$ cat config.mk
export PLATFORM = sky130hd
export DESIGN_NAME = pmc_power_mode_controller
export DESIGN_NICKNAME = d
export VERILOG_FILES = /design/src/design/pmc_pkg.sv /design/src/design/pmc_power_mode_controller.sv
export SDC_FILE = /design/constraint.sdc
export NUM_CORES = 1
export LEC_CHECK = 0
export ABC_AREA = 1
export BUFFER_PORTS_ARGS = -buffer_cell sky130_fd_sc_hd__buf_2
export CORE_MARGIN = 2
export CORE_UTILIZATION = 50
export DETAILED_ROUTE_END_ITERATION = 12
export PLACE_DENSITY = 0.82
export RECOVER_POWER = 25
export SLEW_MARGIN = 10
export SYNTH_ARGS = -nofsm -noshare
export SYNTH_HDL_FRONTEND = slang
export SYNTH_SLANG_ARGS = --single-unit
export TNS_END_PERCENT = 5
$ cat constraint.sdc
create_clock -name core_clk -period 2.6 [get_ports core_clk]
set_input_delay 0.26 -clock core_clk [delete_from_list [all_inputs] [get_ports core_clk]]
set_output_delay 0.26 -clock core_clk [all_outputs]
set_load 0.03 [all_outputs]
$ cat src/design/pmc_pkg.sv
package pmc_pkg;

  // register byte offsets
  localparam logic [7:0] OFS_CTRL     = 8'h00;
  localparam logic [7:0] OFS_PERIPH   = 8'h04;
  localparam logic [7:0] OFS_DSKEEP   = 8'h08;
  localparam logic [7:0] OFS_WAKEEN   = 8'h0C;
  localparam logic [7:0] OFS_BROWNOUT = 8'h10;
  localparam logic [7:0] OFS_WDOG     = 8'h14;
  localparam logic [7:0] OFS_STATUS   = 8'h18;

  // control register field positions
  localparam int CTRL_MODE_LSB = 0;

  // brownout register field positions
  localparam int BO_FLAG_BIT  = 0;
  localparam int BO_IEN_BIT   = 1;
  localparam int BO_RSTEN_BIT = 2;

  // watchdog register field positions
  localparam int WD_EN_BIT = 0;

  // deep-sleep keep-running register field positions
  localparam int KEEP_OSC_BIT    = 0;
  localparam int KEEP_RTCOSC_BIT = 1;
  localparam int KEEP_WDOSC_BIT  = 2;
  localparam int KEEP_DMA_BIT    = 3;
  localparam int KEEP_PERIPH_LSB = 8;

  // reset values
  localparam logic [31:0] RST_PERIPH = 32'hFFFFFFFF;
  localparam logic [31:0] RST_DSKEEP = 32'h00000000;
  localparam logic [31:0] RST_WAKEEN = 32'h00000000;
  localparam logic [31:0] RST_WDCFG  = 32'h00000000;

  // deep-sleep keepable peripheral slots
  localparam int NUM_KEEP = 12;

  // requested low-power mode
  typedef enum logic [1:0] {
    REQ_SLEEP  = 2'h0,
    REQ_DEEP   = 2'h1,
    REQ_POWDN  = 2'h2,
    REQ_NONE   = 2'h3
  } pmc_req_t;

  // gating outputs that move together
  typedef struct packed {
    logic        cpuClkEn;
    logic        mainClkEn;
    logic [31:0] periphClkEn;
    logic        oscEn;
    logic        rtcOscEn;
    logic        wdOscEn;
    logic        dmaEn;
    logic [31:0] analogEn;
    logic        padHold;
    logic        padHiZ;
    logic        corePowerOn;
  } pmc_gate_t;

endpackage : pmc_pkg

$ cat src/design/pmc_power_mode_controller.sv
// Behaviour
// - low supply sets pollable flag, optional interrupt
// - second threshold selectable, causes chip reset
// - watchdog off at reset, software enables
// - watchdog config locked once enabled
// - active mode: per-peripheral clock switches
// - sleep stops processor clock until wake
// - sleep: enabled peripherals run, interrupts wake
// - sleep/deep-sleep retain state, hold pins
// - deep-sleep stops processor clock too
// - deep-sleep gates main, peripheral clocks, oscillator
// - deep-sleep powers analog down except wake sources
// - listed peripherals may keep running deep-sleep
// - three oscillators may stay on deep-sleep
// - unclocked UART still raises wake interrupt
// - unclocked SPI/I2C slaves still raise wake
// - DMA active in sleep, configurable deep-sleep
// - power-down keeps only RTC domain, reset logic
// - leave power-down by reset pin, alarm, brownout reset
// - second alarm flag issues power-restoring wake
// - power-down wake restarts from reset state
// - power-down tri-states all functional pins
// - pin wake needs controller and start enable
module pmc_power_mode_controller #(
  parameter int NUM_WAKE = 32
) (
  input  wire logic                core_clk,
  input  wire logic                rst_b,
  // axi4-lite slave
  input  wire logic [7:0]          s_axi_awaddr,
  input  wire logic                s_axi_awvalid,
  output logic                     s_axi_awready,
  input  wire logic [31:0]         s_axi_wdata,
  input  wire logic [3:0]          s_axi_wstrb,
  input  wire logic                s_axi_wvalid,
  output logic                     s_axi_wready,
  output logic [1:0]               s_axi_bresp,
  output logic                     s_axi_bvalid,
  input  wire logic                s_axi_bready,
  input  wire logic [7:0]          s_axi_araddr,
  input  wire logic                s_axi_arvalid,
  output logic                     s_axi_arready,
  output logic [31:0]              s_axi_rdata,
  output logic [1:0]               s_axi_rresp,
  output logic                     s_axi_rvalid,
  input  wire logic                s_axi_rready,
  // core handshake
  input  wire logic                cpuWfi,
  input  wire logic [NUM_WAKE-1:0] irqPending,
  input  wire logic [NUM_WAKE-1:0] irqEnable,
  // pins and always-on domain
  input  wire logic                supplyLow,
  input  wire logic                supplyReset,
  input  wire logic                resetPin_b,
  input  wire logic                rtc_second_alarm_flag,
  // gating outputs
  output pmc_pkg::pmc_gate_t       gate,
  output logic                     brownoutIrq,
  output logic                     chipReset,
  output logic                     watchdogEn,
  output logic [31:0]              watchdogCfg
);

  //////////////////////////////////////////////////////////////////////////
  // pin synchronisers: three stages, change counted when last two agree

  logic [2:0] syncLow, syncRst, syncPin, syncAlm;
  logic       lowLvl, rstLvl, pinLvl, almLvl;
  logic       next_lowLvl, next_rstLvl, next_pinLvl, next_almLvl;

  always_comb begin
    next_lowLvl = (syncLow[1] == syncLow[2]) ? syncLow[2] : lowLvl;
    next_rstLvl = (syncRst[1] == syncRst[2]) ? syncRst[2] : rstLvl;
    next_pinLvl = (syncPin[1] == syncPin[2]) ? syncPin[2] : pinLvl;
    next_almLvl = (syncAlm[1] == syncAlm[2]) ? syncAlm[2] : almLvl;
  end

  always_ff @(posedge core_clk or negedge rst_b) begin
    if (!rst_b) begin
      syncLow <= 3'h0;
      syncRst <= 3'h0;
      syncPin <= 3'h7;
      syncAlm <= 3'h0;
      lowLvl  <= 1'b0;
      rstLvl  <= 1'b0;
      pinLvl  <= 1'b1;
      almLvl  <= 1'b0;
    end else begin
      syncLow <= {syncLow[1:0], supplyLow};
      syncRst <= {syncRst[1:0], supplyReset};
      syncPin <= {syncPin[1:0], resetPin_b};
      syncAlm <= {syncAlm[1:0], rtc_second_alarm_flag};
      lowLvl  <= next_lowLvl;
      rstLvl  <= next_rstLvl;
      pinLvl  <= next_pinLvl;
      almLvl  <= next_almLvl;
    end
  end

  //////////////////////////////////////////////////////////////////////////
  // register file and axi4-lite slave

  logic [1:0]  modeReq;
  logic [31:0] periphEn, dsKeep, wakeEn, wdCfg;
  logic        boFlag, boIen, boRsten, wdLock;
  logic        awHeld, wHeld;
  logic [7:0]  awAddr;
  logic [31:0] wData;
  logic [3:0]  wStrb;
  logic        next_awHeld, next_wHeld, doWrite, doRead;
  logic [7:0]  next_awAddr;
  logic [31:0] next_wData, rdMux;
  logic [3:0]  next_wStrb;
  logic        next_bvalid, next_rvalid;
  logic [1:0]  next_bresp, next_rresp;
  logic [31:0] next_rdata;
  logic [1:0]  next_modeReq;
  logic [31:0] next_periphEn, next_dsKeep, next_wakeEn, next_wdCfg;
  logic        next_boFlag, next_boIen, next_boRsten, next_wdLock;
  logic        modeDone, powerDown;
  logic [1:0]  stateCode;

  function automatic logic [31:0] merge(input logic [31:0] old,
                                        input logic [31:0] nw,
                                        input logic [3:0]  be);
    logic [31:0] r;
    r = old;
    for (int i = 0; i < 4; i++) begin
      if (be[i]) r[i*8 +: 8] = nw[i*8 +: 8];
    end
    return r;
  endfunction : merge

  function automatic logic mapped(input logic [7:0] a);
    return a <= pmc_pkg::OFS_STATUS && a[1:0] == 2'h0;
  endfunction : mapped

  always_comb begin
    next_awHeld  = awHeld;
    next_wHeld   = wHeld;
    next_awAddr  = awAddr;
    next_wData   = wData;
    next_wStrb   = wStrb;
    if (s_axi_awvalid && s_axi_awready) begin
      next_awHeld = 1'b1;
      next_awAddr = s_axi_awaddr;
    end
    if (s_axi_wvalid && s_axi_wready) begin
      next_wHeld = 1'b1;
      next_wData = s_axi_wdata;
      next_wStrb = s_axi_wstrb;
    end
    doWrite = awHeld && wHeld && !s_axi_bvalid;
    if (doWrite) begin
      next_awHeld = 1'b0;
      next_wHeld  = 1'b0;
    end
    next_bvalid = s_axi_bvalid ? !s_axi_bready : doWrite;
    next_bresp  = doWrite ? (mapped(awAddr) ? 2'h0 : 2'h2) : s_axi_bresp;

    case (s_axi_araddr)
      pmc_pkg::OFS_CTRL:     rdMux = {30'h0, modeReq};
      pmc_pkg::OFS_PERIPH:   rdMux = periphEn;
      pmc_pkg::OFS_DSKEEP:   rdMux = dsKeep;
      pmc_pkg::OFS_WAKEEN:   rdMux = wakeEn;
      pmc_pkg::OFS_BROWNOUT: rdMux = {29'h0, boRsten, boIen, boFlag};
      pmc_pkg::OFS_WDOG:     rdMux = wdCfg;
      pmc_pkg::OFS_STATUS:   rdMux = {29'h0, wdLock, stateCode};
      default:               rdMux = 32'h0;
    endcase
    doRead      = s_axi_arvalid && s_axi_arready;
    next_rvalid = s_axi_rvalid ? !s_axi_rready : doRead;
    next_rdata  = doRead ? rdMux : s_axi_rdata;
    next_rresp  = doRead ? (mapped(s_axi_araddr) ? 2'h0 : 2'h2)
                         : s_axi_rresp;

    next_modeReq  = modeDone ? 2'(pmc_pkg::REQ_NONE) : modeReq;
    next_periphEn = periphEn;
    next_dsKeep   = dsKeep;
    next_wakeEn   = wakeEn;
    next_boIen    = boIen;
    next_boRsten  = boRsten;
    next_wdCfg    = wdCfg;
    next_wdLock   = wdLock;
    next_boFlag   = boFlag;
    if (doWrite) begin
      case (awAddr)
        pmc_pkg::OFS_CTRL:   next_modeReq = wData[pmc_pkg::CTRL_MODE_LSB +: 2];
        pmc_pkg::OFS_PERIPH: next_periphEn = merge(periphEn, wData, wStrb);
        pmc_pkg::OFS_DSKEEP: next_dsKeep = merge(dsKeep, wData, wStrb);
        pmc_pkg::OFS_WAKEEN: next_wakeEn = merge(wakeEn, wData, wStrb);
        pmc_pkg::OFS_BROWNOUT: begin
          if (wStrb[0]) begin
            next_boIen   = wData[pmc_pkg::BO_IEN_BIT];
            next_boRsten = wData[pmc_pkg::BO_RSTEN_BIT];
            // write one clears the flag
            if (wData[pmc_pkg::BO_FLAG_BIT]) next_boFlag = 1'b0;
          end
        end
        pmc_pkg::OFS_WDOG: begin
          if (!wdLock) begin
            next_wdCfg  = merge(wdCfg, wData, wStrb);
            next_wdLock = wStrb[0] && wData[pmc_pkg::WD_EN_BIT];
          end
        end
        default: ;
      endcase
    end
    // set beats clear
    if (lowLvl) next_boFlag = 1'b1;
  end

  always_ff @(posedge core_clk or negedge rst_b) begin
    if (!rst_b) begin
      awHeld        <= 1'b0;
      wHeld         <= 1'b0;
      awAddr        <= 8'h00;
      wData         <= 32'h0;
      wStrb         <= 4'h0;
      s_axi_bvalid  <= 1'b0;
      s_axi_bresp   <= 2'h0;
      s_axi_rvalid  <= 1'b0;
      s_axi_rdata   <= 32'h0;
      s_axi_rresp   <= 2'h0;
      s_axi_awready <= 1'b0;
      s_axi_wready  <= 1'b0;
      s_axi_arready <= 1'b0;
      modeReq       <= 2'(pmc_pkg::REQ_NONE);
      periphEn      <= pmc_pkg::RST_PERIPH;
      dsKeep        <= pmc_pkg::RST_DSKEEP;
      wakeEn        <= pmc_pkg::RST_WAKEEN;
      wdCfg         <= pmc_pkg::RST_WDCFG;
      wdLock        <= 1'b0;
      boFlag        <= 1'b0;
      boIen         <= 1'b0;
      boRsten       <= 1'b0;
    end else begin
      awHeld        <= next_awHeld;
      wHeld         <= next_wHeld;
      awAddr        <= next_awAddr;
      wData         <= next_wData;
      wStrb         <= next_wStrb;
      s_axi_bvalid  <= next_bvalid;
      s_axi_bresp   <= next_bresp;
      s_axi_rvalid  <= next_rvalid;
      s_axi_rdata   <= next_rdata;
      s_axi_rresp   <= next_rresp;
      s_axi_awready <= !next_awHeld;
      s_axi_wready  <= !next_wHeld;
      s_axi_arready <= !next_rvalid && !(s_axi_arvalid && s_axi_arready);
      modeReq       <= next_modeReq;
      periphEn      <= next_periphEn;
      dsKeep        <= next_dsKeep;
      wakeEn        <= next_wakeEn;
      wdCfg         <= next_wdCfg;
      wdLock        <= next_wdLock;
      boFlag        <= next_boFlag;
      boIen         <= next_boIen;
      boRsten       <= next_boRsten;
    end
  end

  //////////////////////////////////////////////////////////////////////////
  // power mode sequencer

  typedef enum {ST_ACTIVE, ST_SLEEP, ST_DEEP, ST_POWDN} pmc_state_t;
  pmc_state_t state, next_state;
  logic       wake, pinWake;
  pmc_pkg::pmc_gate_t next_gate;
  logic       next_irq, next_chipReset;

  // only enabled-and-started sources wake from deep sleep
  assign pinWake = |(irqPending & irqEnable & wakeEn);
  assign wake    = |(irqPending & irqEnable);
  assign stateCode = 2'(state);

  always_comb begin
    next_state = state;
    modeDone   = 1'b0;
    case (state)
      ST_ACTIVE: begin
        if (cpuWfi && modeReq != 2'(pmc_pkg::REQ_NONE)) begin
          modeDone = 1'b1;
          case (modeReq)
            2'(pmc_pkg::REQ_SLEEP): next_state = ST_SLEEP;
            2'(pmc_pkg::REQ_DEEP):  next_state = ST_DEEP;
            default:                next_state = ST_POWDN;
          endcase
        end
      end
      ST_SLEEP: if (wake) next_state = ST_ACTIVE;
      // unclocked slave-mode serial blocks drive irqPending directly
      ST_DEEP:  if (pinWake) next_state = ST_ACTIVE;
      // no software wake; exit goes through chip reset
      ST_POWDN: next_state = ST_POWDN;
      default:  next_state = ST_ACTIVE;
    endcase
  end

  always_comb begin
    next_gate             = '0;
    next_gate.corePowerOn = 1'b1;
    next_gate.mainClkEn   = 1'b1;
    next_gate.oscEn       = 1'b1;
    next_gate.rtcOscEn    = 1'b1;
    next_gate.wdOscEn     = 1'b1;
    next_gate.dmaEn       = 1'b1;
    next_gate.analogEn    = 32'hFFFFFFFF;
    next_gate.periphClkEn = periphEn;
    next_gate.cpuClkEn    = next_state == ST_ACTIVE;
    case (next_state)
      ST_SLEEP: next_gate.padHold = 1'b1;
      ST_DEEP: begin
        next_gate.padHold     = 1'b1;
        next_gate.mainClkEn   = 1'b0;
        next_gate.periphClkEn = {{(32-pmc_pkg::NUM_KEEP){1'b0}},
          dsKeep[pmc_pkg::KEEP_PERIPH_LSB +: pmc_pkg::NUM_KEEP]};
        next_gate.oscEn    = dsKeep[pmc_pkg::KEEP_OSC_BIT];
        next_gate.rtcOscEn = dsKeep[pmc_pkg::KEEP_RTCOSC_BIT];
        next_gate.wdOscEn  = dsKeep[pmc_pkg::KEEP_WDOSC_BIT];
        next_gate.dmaEn    = dsKeep[pmc_pkg::KEEP_DMA_BIT];
        next_gate.analogEn = wakeEn;
      end
      ST_POWDN: begin
        next_gate = '0;
        next_gate.rtcOscEn = 1'b1;
        next_gate.padHiZ   = 1'b1;
      end
      default: ;
    endcase
    next_irq = boFlag && boIen;
    // in power-down, reset pin or alarm restarts everything from reset state
    next_chipReset = (boRsten && rstLvl)
      || (state == ST_POWDN && (!pinLvl || almLvl));
  end

  always_ff @(posedge core_clk or negedge rst_b) begin
    if (!rst_b) begin
      state       <= ST_ACTIVE;
      gate        <= '{cpuClkEn: 1'b1, mainClkEn: 1'b1,
                       periphClkEn: pmc_pkg::RST_PERIPH, oscEn: 1'b1,
                       rtcOscEn: 1'b1, wdOscEn: 1'b1, dmaEn: 1'b1,
                       analogEn: 32'hFFFFFFFF, padHold: 1'b0,
                       padHiZ: 1'b0, corePowerOn: 1'b1};
      brownoutIrq <= 1'b0;
      chipReset   <= 1'b0;
      watchdogEn  <= 1'b0;
      watchdogCfg <= pmc_pkg::RST_WDCFG;
    end else begin
      state       <= next_state;
      gate        <= next_gate;
      brownoutIrq <= next_irq;
      chipReset   <= next_chipReset;
      watchdogEn  <= wdLock;
      watchdogCfg <= wdCfg;
    end
  end
endmodule : pmc_power_mode_controller

==> results.yml <==
run_status:
  status: "finished, violations left"
  violations: "capacitance limit, slew limit"
cts:
  cts_buffer_depth: 3
  cts_made_buffers: 38
  h-tree-depth: 2
  clock-sinks: 375
  clock_latency_ns: 0.52
  cts-root-buf: "clkbuf_16"
  cts.clk_slew.worst_paths_ns: 0.06
  post_cts_buffers: 0
  cts_tree: "built"
drt:
  drt_pass1_iterations: 5
  first_iter_violations: 1309
  finalWirelength_um: 41500
  wl_per_cell_um: 18.0
  vias: 12300
  avgViaCountPerCell: 5.34
  detail-route-antenna-nets: 0
  drt_drc_violations_left: 0
run:
  drv_cap: 1
worst_setup_path:
  cp-endpoint: "dsKeep[0]$_DFFE_PN0P_"
  crit_path_end_kind: "flop"
  worst_ep_arrival_time_ns: 2.60
  crit_path_start: "awAddr[1]$_DFFE_PN0P_"
  crit_required_ns: 2.98
  crit_path_start_kind: "flop"
  critPathKind: "reg -> reg"
  cp_max_fo: 16
  r2r_cells: 6
  rr_startpoint: "awAddr[1]$_DFFE_PN0P_"
  r2r-end: "dsKeep[0]$_DFFE_PN0P_"
  r2r_slack_ns: 0.38
synthesis:
  syn_area_per_cell_um2: 9.64
  ys_types: 37
  synthCells: 1532
  ys.flop_type: "dfrtp_1"
  yosys.area_share.adder: 0.00271
  ys_ff_latch: 375
  synth_xor_area_frac: 0
  synth-edff-count: 0
  synth.top_cell.area_share: 0.451
  yosys.area.top_type: "dfrtp_1"
  syn_area_mm2: 0.0148
  yosys.area_share.simple: 0.182
  yosysWarnings: 0
  synth-compound-area-share: 0.117
  seq_area_frac_synth: 0.645
  synth_async_sr_flop_share: 1.00
  synth_top_family_by_area: "simple AND/OR/NAND/NOR gates"
  synth.area.top_cells: "dfrtp_1 45%, dfstp_2 19%, nand2_1 10%"
  synthMuxAreaShare: 0
floorplan:
  coreArea_mm2: 0.0289
  die_w_um: 176
  die_h_um: 176
  ios: 277
  dieArea_mm2: 0.0309
  num_rows: 62
  initial_core_util: 0.512
timing:
  tightestPinTransition_ns: 1.91
  timing.fmax_ghz: 0.450
  clock_skew_ns: 0.0131
  rsz0062_at_grt: "no"
  layout_setup_ws_ns: 0.378
  slew_headroom: -0.276
  finalCritPeriodShare: 0.855
  fin_tns_setup_ns: 0
  min_period_ns: 2.22
  hold_slack_ns: 0.0789
  setup_viol: 0
  finalHoldViolCount: 0
  drv_slew: 70
power:
  ir_worst_vdd_mv: 0.600
  power_density_mw_per_mm2: 864
  p_leak_nw: 8.90
final_layout:
  syn2layout_area_growth_pct: 25.4
  drive_gt1_frac: 0.273
  fin_nets: 2019
  fillCellCount: 2294
  regArea_mm2: 0.00952
  layout.cells.non_filler: 2305
  multiInputGateArea_mm2: 0.00460
  design_area_mm2: 0.0185
placement:
  gp_congestion: 0.896
  post-place-ws_ns: 0.481
  hpwl_um: 28400
  dpl.cell_count: 2184
  port_buffers: 274
  placed_area_mm2: 0.0168
global_route:
  grt_start_max_net_pins: 73
  grt.overflow.total: 0
  grtUsageTotal: 0.269
  grt_pass1_vias: 12200
  antenna_found_initial: 2
  grt_pass1_wl_um: 64600
worst_hold_path:
  hold_path_class: "in -> reg"
cells by family after synthesis:
kind of cell | count (synthesis)
flops | 375
simple gates | 641
compound gates | 317
fa+ha+maj | 4
other cells | 1
buf+inv | 194
state kept, by name, indices dropped and copies added, names as in the netlist, 4 cells and up:
| name | cells |
|---|---|
| gate | 73 |
| dsKeep | 32 |
| periphEn | 32 |
| s_axi_rdata | 32 |
| state | 32 |
| wData | 32 |
| wakeEn | 32 |
| watchdogCfg | 32 |
| wdCfg | 32 |
| awAddr | 8 |
| wStrb | 4 |
where the power goes:
part | internal [mW] | leakage (nW) | total, mW | switching [mW]
logic | 0.804 | 3.63 | 2.96 | 2.15
registers | 6.96 | 4.64 | 7.52 | 0.559
clock network | 3.28 | 0.620 | 5.51 | 2.23
total | 11.0 | 8.90 | 16.0 | 4.94
per-layer routing:
metal / track usage / routed length, µm / vias to the layer above
met3: 0.0548 / 3590 / 88
met5: 0 / 0 / -
met2: 0.457 / 20200 / 640
met1: 0.351 / 16600 / 5946
met4: 0.0820 / 1070 / 0
li1: - / - / 5633
Yosys cell counts (2+ instances only):
cell and n:
nand2_1 399, nor2_1 94, maj3_1 4, dfrtp_1 266, inv_2 4, inv_1 125, buf_2 16, buf_6 4
buf_4 2, o22ai_1 3, nor3_1 9, nand2_4 4, nand3_2 5, nand4_1 4, nand3_1 116, o21ai_2 31
clkbuf_1 41, o21ai_1 71, a21oi_1 3, dfstp_2 109, a31oi_1 4, o21ai_0 202, nand2_2 2
metrics by stage:
stage / utilization / power (mW)
after detailed placement: 0.581 / 10.5
after global placement: 0.581 / 10.3
after floorplan: - / 9.27
after global routing: 0.641 / 16.7
after CTS: 0.642 / 16.0
final: 0.641 / 16.0
placed cells by master, fill, tap and decap left out, types with 5 or more instances in the layout:
| master | count |
|---|---|
| nand2_1 | 399 |
| dlygate4sd3_1 | 51 |
| buf_2 | 273 |
| conb_1 | 32 |
| buf_12 | 6 |
| nand3_1 | 116 |
| o21ai_2 | 31 |
| clkinv_2 | 10 |
| nand3_2 | 5 |
| nor2_1 | 92 |
| buf_4 | 20 |
| inv_1 | 125 |
| o21ai_0 | 202 |
| clkbuf_16 | 39 |
| nor3_1 | 7 |
| clkbuf_1 | 9 |
| o21ai_1 | 71 |
| dfrtp_1 | 266 |
| dfstp_2 | 108 |
layout make-up:
type | count | area share
sequential | 375 | 0.514
antenna | 1 | 0.000135
multi-input combinational | 994 | 0.248
clock buffer | 52 | 0.0575
inverter | 130 | 0.0264
timing repair buffer | 352 | 0.117
tap | 384 | 0.0260
clock inverter | 17 | 0.0105
critical path, stage by stage (launching register included):
cell and delay, ns:
dfrtp_1 0.38, nor2_1 0.28, nand3_1 0.17, nor2_1 0.53, nand2_1 0.48, nand2_1 0.16
o21ai_0 0.09
repair_timing:
item / CTS / global route
hold endpoints to repair: 89 / 0
hold buffers: 51 / 0
gates resized for setup: 0 / 0
worst min-delay path by stage:
stage	end	cells after the start	slack [ns]	from
after floorplan	almLvl$_DFFE_PN0N_	0	-0.04	rst_b
after global placement	wdCfg[6]$_DFFE_PN0P_	1	0.28	rst_b
after detailed placement	wData[5]$_DFFE_PN0P_	1	0.28	rst_b
after CTS	s_axi_rresp[1]$_DFFE_PN0P_	3	0.06	s_axi_araddr[0]
after global routing	s_axi_rresp[1]$_DFFE_PN0P_	3	0.08	s_axi_araddr[0]
final	s_axi_rresp[1]$_DFFE_PN0P_	3	0.08	s_axi_araddr[0]
Power figures use the tool's default switching activity.
